File: config.mk
export PLATFORM = sky130hd
export DESIGN_NAME = psq_sequencer
export DESIGN_NICKNAME = d
export VERILOG_FILES = /design/src/shared/psq_pkg.sv /design/src/design/psq_sequencer.sv
export SDC_FILE = /design/constraint.sdc
export NUM_CORES = 1
export LEC_CHECK = 0
export ABC_AREA = 1
export ABC_CLOCK_PERIOD_IN_PS = 3450
export BUFFER_PORTS_ARGS = -buffer_cell sky130_fd_sc_hd__buf_2
export CAP_MARGIN = 40
export CORE_ASPECT_RATIO = 1.2
export CORE_MARGIN = 1
export CORE_UTILIZATION = 55
export CTS_CLUSTER_DIAMETER = 150
export DETAILED_ROUTE_END_ITERATION = 12
export HOLD_SLACK_MARGIN = 0.03
export PLACE_DENSITY_LB_ADDON = 0.05
export SYNTH_ARGS = -nofsm -noshare
export SYNTH_HDL_FRONTEND = slang
export SYNTH_SLANG_ARGS = --single-unit
export TNS_END_PERCENT = 5
File: constraint.sdc
create_clock -name clk_i -period 3.45 [get_ports clk_i]
set_input_delay 0.69 -clock clk_i [delete_from_list [all_inputs] [get_ports clk_i]]
set_output_delay 0.69 -clock clk_i [all_outputs]
set_load 0.01 [all_outputs]
File: src/shared/psq_pkg.sv
// Constants, state codes and carrier types of the supply sequencer.
// Assumes a single 25 MHz clock that runs while standby power is up.
package psq_pkg;

  // ==========================================================
  // Clock and timebase
  localparam int unsigned CLK_HZ = 25_000_000;
  localparam int unsigned MS_HZ  = 1_000;
  localparam int unsigned MSW    = 14;
  typedef logic [MSW-1:0] psq_ms_type;

  // ==========================================================
  // Delays in milliseconds, as printed
  localparam psq_ms_type T_PSON_ON_MIN_MS = 14'h0005; // 5
  localparam psq_ms_type T_PSON_ON_MAX_MS = 14'h0190; // 400
  localparam psq_ms_type T_PWOK_ON_MIN_MS = 14'h0064; // 100
  localparam psq_ms_type T_PWOK_OFF_MS    = 14'h0001; // 1
  localparam psq_ms_type T_PWOK_LOW_MS    = 14'h0064; // 100
  localparam psq_ms_type T_PWOK_HOLD_MS   = 14'h000C; // 12
  localparam psq_ms_type T_SB_ON_MAX_MS   = 14'h05DC; // 1500
  localparam psq_ms_type T_SB_VOUT_MS     = 14'h0032; // 50
  localparam psq_ms_type T_CLR_REQ_MS     = 14'h03E8; // 1000
  localparam psq_ms_type T_CLR_AC_MS      = 14'h3A98; // 15000

  // ==========================================================
  // Sequencer states
  typedef enum logic [2:0] {
    ST_OFF    = 3'h0,
    ST_RAMP   = 3'h1,
    ST_PGWAIT = 3'h2,
    ST_ON     = 3'h3,
    ST_PGDROP = 3'h4,
    ST_LATCH  = 3'h5,
    ST_OTP    = 3'h6
  } psq_state_type;

  // ==========================================================
  // Sensed conditions from the analog side
  typedef struct packed {
    logic ac_ok;     // AC input above turn-on level
    logic sb_reg;    // Standby rail in regulation
    logic main_reg;  // Main rail in regulation
    logic cur_lim;   // Any output in current limit
    logic overcurrent_protection; // Main overcurrent trip
    logic overvoltage_protection; // Main overvoltage trip
    logic otp;       // Overtemperature trip
    logic temp_ok;   // Temperature back below trip minus margin
    logic temp_warn; // Temperature warning threshold
    logic fan_fail;
    logic uv;        // Undervoltage
    logic gen_fail;
    logic sb_fault;  // Standby rail protection active
  } psq_sense_type;

  // Fault record kept for nonvolatile capture
  typedef struct packed {
    logic overcurrent_protection;
    logic overvoltage_protection;
    logic otp;
    logic uv;
    logic fan_fail;
    logic gen_fail;
    logic ramp_to;   // Main rail missed its ramp deadline
  } psq_fault_type;

endpackage : psq_pkg

File: src/design/psq_sequencer.sv
// On/off and fault sequencer of a redundant supply: main rail enable,
// open-drain power-good and alert, fault capture strobe.
// Assumes sense inputs already synchronous to clk_i; the request pin's
// pull-up is resolved outside, so a floating request reads high.
//
// What this block does
// - Request low enables main; high turns it off
// - Main regulation 5 to 400 ms after request
// - Power-good drops within 5 ms of release
// - Power-good rises 100 to 500 ms after regulation
// - Power-good falls 1 ms before main off on a clean turn-off
// - Power-good stays low at least 100 ms
// - Power-good held 12 ms after AC loss
// - Standby within 1500 ms of AC on
// - Main regulation at least 50 ms after standby
// - Rails rise monotonically within set ramp times
// - Trips stop main only; latch cleared by cycling
// - Overcurrent latches main off, standby self-recovers
// - Overvoltage latches main off, standby self-recovers
// - Overtemperature stops main, restarts with hysteresis
// - Power-good only while all rails regulate
// - Power-good delay paused during current limit
// - Alert asserted on faults and warnings
// - Alert together with amber indicator
// - Critical shutdown saves fault record
// - Firmware update allowed in standby
`timescale 1ns/10ps
`default_nettype none

module psq_sequencer
  import psq_pkg::*;
#(
  parameter int unsigned MS_CYC = CLK_HZ / MS_HZ
) (
  input  wire logic          clk_i,
  input  wire logic          sys_rst_i,
  input  wire logic          pwr_on_req_n_i,
  input  wire psq_sense_type sense_i,
  output logic               standby_en_o,
  output logic               main_en_o,
  output logic               pwok_o,
  output logic               pwok_oe_o,
  output logic               alert_n_o,
  output logic               alert_n_oe_o,
  output logic               amber_solid_o,
  output logic               amber_blink_o,
  output logic               nv_save_o,
  output psq_fault_type      fault_rec_o,
  output logic               fw_update_ok_o
);

  // ==========================================================
  // Elaboration check
  if (MS_CYC < 2 || MS_CYC > 32768) begin : g_bad_ms_cyc
    $error("MS_CYC must lie in 2..32768");
  end

  function automatic psq_ms_type ms_inc(input psq_ms_type c,
                                        input logic       en);
    ms_inc = (en && c != '1) ? c + psq_ms_type'(1) : c;
  endfunction : ms_inc

  // ==========================================================
  // Millisecond timebase
  logic [14:0] pre;
  logic [14:0] next_pre;
  logic        tick;

  assign tick = (pre == 15'(MS_CYC - 1));

  always_comb begin
    next_pre = tick ? 15'h0000 : pre + 15'h0001;
  end

  always_ff @(posedge clk_i or posedge sys_rst_i) begin
    if (sys_rst_i) begin
      pre <= 15'h0000;
    end else begin
      pre <= next_pre;
    end
  end

  // ==========================================================
  // Sequencer state, timers and outputs
  psq_state_type state;
  psq_state_type next_state;
  psq_ms_type    st_ms;
  psq_ms_type    next_st_ms;
  psq_ms_type    pg_low_ms;
  psq_ms_type    next_pg_low_ms;
  psq_ms_type    sb_ms;
  psq_ms_type    next_sb_ms;
  psq_ms_type    ac_ms;
  psq_ms_type    next_ac_ms;
  psq_ms_type    clr_ms;
  psq_ms_type    next_clr_ms;
  logic          pg;
  logic          next_pg;
  logic          next_main_en;
  logic          next_sb_en;
  logic          alert;
  logic          next_alert;
  logic          next_solid;
  logic          next_blink;
  logic          next_save;
  psq_fault_type next_rec;
  logic          next_fw;
  logic          req;
  logic          trip;
  logic          ramp_to;
  logic          sb_late;
  logic          crit;
  logic          st_en;

  assign req  = !pwr_on_req_n_i;
  assign trip = sense_i.overcurrent_protection ||
                sense_i.overvoltage_protection;

  always_comb begin
    next_state = state;
    ramp_to    = 1'b0;
    unique case (state)
      ST_OFF: begin
        if (sense_i.otp) begin
          next_state = ST_OTP;
        // Main waits for a settled standby rail
        // Holdup keeps standby up after AC loss; main must not restart
        end else if (req && sense_i.ac_ok &&
                     sb_ms > T_SB_VOUT_MS) begin
          next_state = ST_RAMP;
        end
      end
      ST_RAMP: begin
        if (trip) begin
          next_state = ST_LATCH;
        end else if (sense_i.otp) begin
          next_state = ST_OTP;
        end else if (!req) begin
          next_state = ST_OFF;
        end else if (st_ms >= T_PSON_ON_MAX_MS) begin
          next_state = ST_LATCH;
          ramp_to    = 1'b1;
        end else if (sense_i.main_reg && st_ms > T_PSON_ON_MIN_MS) begin
          next_state = ST_PGWAIT;
        end
      end
      ST_PGWAIT: begin
        if (trip) begin
          next_state = ST_LATCH;
        end else if (sense_i.otp) begin
          next_state = ST_OTP;
        end else if (!req) begin
          next_state = ST_OFF;
        end else if (!sense_i.main_reg) begin
          next_state = ST_RAMP;
        end else if (st_ms > T_PWOK_ON_MIN_MS &&
                     pg_low_ms > T_PWOK_LOW_MS) begin
          next_state = ST_ON;
        end
      end
      ST_ON: begin
        if (trip) begin
          next_state = ST_LATCH;
        end else if (sense_i.otp) begin
          next_state = ST_OTP;
        end else if (!req || !sense_i.main_reg || !sense_i.sb_reg) begin
          next_state = ST_PGDROP;
        end else if (!sense_i.ac_ok && st_ms > T_PWOK_HOLD_MS) begin
          next_state = ST_PGDROP;
        end
      end
      ST_PGDROP: begin
        // Main stays up so power-good leads it down
        if (trip) begin
          next_state = ST_LATCH;
        end else if (st_ms > T_PWOK_OFF_MS) begin
          next_state = ST_OFF;
        end
      end
      ST_LATCH: begin
        if ((pwr_on_req_n_i && clr_ms > T_CLR_REQ_MS) ||
            clr_ms > T_CLR_AC_MS) begin
          next_state = ST_OFF;
        end
      end
      ST_OTP: begin
        // Separate clear input gives the restart hysteresis
        if (sense_i.temp_ok && !sense_i.otp) begin
          next_state = ST_OFF;
        end
      end
      default: begin
        next_state = ST_OFF;
      end
    endcase

    st_en = tick && !(state == ST_PGWAIT && sense_i.cur_lim);
    if (next_state != state || (state == ST_ON && sense_i.ac_ok)) begin
      next_st_ms = '0;
    end else begin
      next_st_ms = ms_inc(st_ms, st_en);
    end
    next_pg_low_ms = pg ? '0 : ms_inc(pg_low_ms, tick);
    next_sb_ms = sense_i.sb_reg ? ms_inc(sb_ms, tick) : '0;
    next_ac_ms = sense_i.ac_ok ? ms_inc(ac_ms, tick) : '0;
    if (state == ST_LATCH && (pwr_on_req_n_i || !sense_i.ac_ok)) begin
      next_clr_ms = ms_inc(clr_ms, tick);
    end else begin
      next_clr_ms = '0;
    end

    sb_late = !sense_i.sb_reg && ac_ms >= T_SB_ON_MAX_MS;
    next_pg = (next_state == ST_ON);
    // Enable holds steady through the ramp so the rail never steps back
    next_main_en = next_state inside {ST_RAMP, ST_PGWAIT, ST_ON,
                                      ST_PGDROP};
    // Standby only follows AC and its own protection
    next_sb_en = sense_i.ac_ok && !sense_i.sb_fault;

    crit = trip || sense_i.otp || sense_i.uv || sense_i.fan_fail ||
           sense_i.gen_fail || sb_late || next_state == ST_LATCH;
    next_alert = crit || sense_i.temp_warn;
    next_solid = crit;
    next_blink = sense_i.temp_warn && !crit;

    next_save = next_state != state &&
                next_state inside {ST_LATCH, ST_OTP};
    if (next_save) begin
      next_rec = '{overcurrent_protection: sense_i.overcurrent_protection,
                   overvoltage_protection: sense_i.overvoltage_protection,
                   otp: sense_i.otp, uv: sense_i.uv,
                   fan_fail: sense_i.fan_fail,
                   gen_fail: sense_i.gen_fail, ramp_to: ramp_to};
    end else begin
      next_rec = fault_rec_o;
    end
    next_fw = next_state == ST_OFF && sense_i.sb_reg;
  end

  always_ff @(posedge clk_i or posedge sys_rst_i) begin
    if (sys_rst_i) begin
      state          <= ST_OFF;
      st_ms          <= '0;
      pg_low_ms      <= '0;
      sb_ms          <= '0;
      ac_ms          <= '0;
      clr_ms         <= '0;
      pg             <= 1'b0;
      main_en_o      <= 1'b0;
      standby_en_o   <= 1'b0;
      alert          <= 1'b0;
      amber_solid_o  <= 1'b0;
      amber_blink_o  <= 1'b0;
      nv_save_o      <= 1'b0;
      fault_rec_o    <= '0;
      fw_update_ok_o <= 1'b0;
    end else begin
      state          <= next_state;
      st_ms          <= next_st_ms;
      pg_low_ms      <= next_pg_low_ms;
      sb_ms          <= next_sb_ms;
      ac_ms          <= next_ac_ms;
      clr_ms         <= next_clr_ms;
      pg             <= next_pg;
      main_en_o      <= next_main_en;
      standby_en_o   <= next_sb_en;
      alert          <= next_alert;
      amber_solid_o  <= next_solid;
      amber_blink_o  <= next_blink;
      nv_save_o      <= next_save;
      fault_rec_o    <= next_rec;
      fw_update_ok_o <= next_fw;
    end
  end

  // Open-drain pins only ever pull low
  assign pwok_o       = 1'b0;
  assign pwok_oe_o    = !pg;
  assign alert_n_o    = 1'b0;
  assign alert_n_oe_o = alert;
endmodule : psq_sequencer

`default_nettype wire

==> qor.csv <==
stage,metric,value,unit
yosys,synthesized netlist cell count,800,
route,DR pass1 iterations,5,
critical_path,"Arr. time, crit path",2810,ps
cts,TritonCTS clock tree,yes,
sta,final hold slack,459.3,ps
flow_run,max-cap check violation count,0,
route,drt via density,5.326,
cells_and_area,utilization after layout,62.40,%
cells_and_area,diode count,0,
global_routing,vias in the first global route,4874,
cells_and_area,Area Overhead vs Synth,9.427,%
cts,worst-skew pair later-pin latency,340,ps
power_and_ir_drop,leakage,3.042,nW
sta,Max Clk Rate,0.3866,GHz
critical_path,worst endpoint required time,3680,ps
yosys,Syn Area/Cell,7.532,um2
critical_path,Crit Path Class,reg2reg,
global_routing,largest net degree at the start of global routing,57,
cells_and_area,Fill cells,958,
critical_path,Crit. End Element,flop,
yosys,number of synthesized flops with an enable pin,0,
sta,final setup vio count,0,
route,vias,5140,
route,WL/cell,13.48,um
critical_path,worst reg-to-reg path cell count,11,
sta,Final Skew,6.242,ps
sta,crit path time final,2586,ps
floorplan,Top-Level Pins,33,
global_routing,initial antenna violation count,0,
sta,Worst-Margin Slew,712.9,ps
sta,Slew headroom,52.48,%
global_routing,first-pass GRT wire length,22200,um
floorplan,initial core utilization,57.02,%
route,DRT iter0 DRCs,293,
floorplan,core area,10570,um2
status,run status,completed,
yosys,Synth Flop Type,dfrtp_1,
cts,postcts setup bufs,0,
sta,RSZ-0062 raised after global routing,false,
yosys,Syn. warnings,0,
route,DRC,0,
cts,Sink Count,103,
cts,total CTS buffers,9,
place,GPL Wtd Cong,0.8812,
global_routing,global route overflow,0,
sta,"Slew Viols, Final",0,
cts,CTS H-tree depth,3,
sta,Final Hold Viols,0,
floorplan,DIE HEIGHT,116.7,um
sta,setup tns final,0,ps
cts,Max Root-Sink Buffers,2,
power_and_ir_drop,Power Density,509.6,nW/um2
yosys,Mapped Area,6026,um2
min_path,worst hold path type,in2async,
floorplan,full die area,11380,um2
critical_path,Worst setup SP type,flop,
cts,clock transition at the registers of the reported paths,70,ps
cells_and_area,Finished Layout Cells,965,
global_routing,Total GRT Usage,24.24,%
sta,Final Cycle Share,74.97,%
cells_and_area,final net count,860,
place,dpl cells,950,
yosys,"Seq/Total Area, Yosys",42.77,%
cts,number of hold buffers added after CTS,0,
yosys,Yosys reg bits,103,
cts,Root Driver,clkbuf_16,
route,final WL,13010,um
critical_path,worst-path fanout max,9,
power_and_ir_drop,worst ir drop on vdd,0.4676,mV
cts,# resized after CTS,0,
floorplan,num rows,41,
cells_and_area,layout cells sized above 1,11.24,%
yosys,asr flop ratio synth,100.0,%
place,dpl hpwl,9927,um
place,# port buffers,30,
route,Antenna Nets Post-Route,0,
yosys,Cell variety after synth,47,
floorplan,DIE WIDTH,97.55,um
place,placed instance area,6289,um2
cells_and_area,Finished Cell Area,6594,um2
-- state kept, by name, summed over array words and instances, names as in the netlist, 3 cells and up --
signal	count
pre	15
pg_low_ms	14
st_ms	14
ac_ms	14
sb_ms	14
state	3
fault_rec_o	7
clr_ms	14
-- Yosys cell counts (2+ instances only) --
cell type	number	area share, %
a31oi_1	6	0.62
dfrtp_1	103	43
o31ai_1	4	0.50
nand3_1	56	4.7
a211oi_1	3	0.37
o21ai_1	3	0.25
buf_2	2	0.17
nor3b_1	3	0.37
xor2_1	18	2.6
inv_2	7	0.44
nor4_1	6	0.62
a21oi_1	34	2.8
clkbuf_1	5	0.31
nor3_1	39	3.2
nor2_1	94	5.9
nor3_2	6	1.0
nand4_1	15	1.6
nor2_4	2	0.37
nand2_1	160	10
buf_4	4	0.50
clkinv_1	3	0.19
o21a_1	9	1.1
nand3_2	4	0.66
ha_1	12	2.5
inv_1	120	7.5
nor2_2	16	1.7
o21ai_0	42	3.5
nand2_2	5	0.52
-- critical path: stages (launching register included) --
cell     delay (ps)
dfrtp_1         370
ha_1            190
nand2_1          90
nor4_2          270
and2_1          490
o31ai_2         240
nor2_1          190
nand2_1         100
nor2_1          180
nand4_1         120
o21ai_0         160
a21oi_1          60
-- worst paths after layout --
check                                      endpoint              from  slack, ps
min in group clk_i                 pre[0]$_DFF_PP0_  pre[0]$_DFF_PP0_        470
min                        pg_low_ms[9]$_DFFE_PP0P_         sys_rst_i        460
max                           clr_ms[8]$_DFFE_PP0P_  pre[0]$_DFF_PP0_        860
max reg2reg                   clr_ms[8]$_DFFE_PP0P_  pre[0]$_DFF_PP0_        860
min reg2reg                        pre[0]$_DFF_PP0_  pre[0]$_DFF_PP0_        470
max in group asynchronous      ac_ms[0]$_DFFE_PP0P_         sys_rst_i       2150
-- final cells by class --
cell class              count  area, um2  area share, %
multi-input cells         555       2889          43.81
well taps                 129      161.4          2.448
repair buffers             32      165.2          2.505
flip-flops and latches    103       2577          39.09
clock inverters             3      68.82          1.044
inverters                 131      495.5          7.514
clock buffers              12      236.5          3.586
-- metrics by stage --
| stage | total power (W) | worst slack [ps] |
|---|---|---|
| global placement | 0.002321 | 778.4 |
| detailed placement | 0.002339 | 594.9 |
| global route | 0.003574 | 642.8 |
| floorplan | 0.002120 | 56.16 |
| finish | 0.003360 | 863.5 |
| CTS | 0.003404 | 880.6 |
-- power by group --
group	total, W	switching (W)	internal [W]
Sequential	0.00137	0.0000710	0.00129
Clock	0.00105	0.000418	0.000634
Combinational	0.000943	0.000667	0.000276
Total	0.00336	0.00116	0.00220
-- logic make-up (layout without fill, tap and decap cells) --
| logic type | Yosys count | count (layout) | share of synthesized area (%) |
|---|---|---|---|
| other | 1 | 2 | 0.06223 |
| buffers and inverters | 143 | 178 | 9.344 |
| AO/OA/AOI/OAI | 108 | 108 | 10.59 |
| adder cells (fa/ha/maj) | 12 | 12 | 2.492 |
| XOR/XNOR | 19 | 19 | 2.762 |
| AND/OR/NAND/NOR | 414 | 414 | 31.98 |
| flip-flops | 103 | 103 | 42.77 |
-- metal layers --
metal  vias to the layer above  GRT usage, %  wire length [um]
li1                       2647             -                 -
met1                      2371         31.15              6068
met2                        94         41.07              6195
met3                        28         2.693               353
met4                         0         12.06               396
met5                         -             0                 0
-- layout by cell type (no fill, tap or decap), types with 2 or more instances in the layout --
cell type and count:
nor4_1 6, dfrtp_1 103, nor3_2 6, clkbuf_16 9, o31ai_1 4, nor3_1 39
clkbuf_1 3, xor2_1 18, inv_2 7, a31oi_1 6, nor2_2 16, ha_1 12
nand4_1 15, nand2_2 5, buf_4 2, o21a_1 9, a211oi_1 3, o21ai_1 3
nand3_2 4, nor2_4 2, clkinv_1 3, a21oi_1 34, nand2_1 160, o21ai_0 42
nor3b_1 3, buf_2 30, conb_1 2, nor2_1 94, inv_1 119, nand3_1 56
bufinv_16 2
No activity file was read; power rests on OpenSTA's default activity.
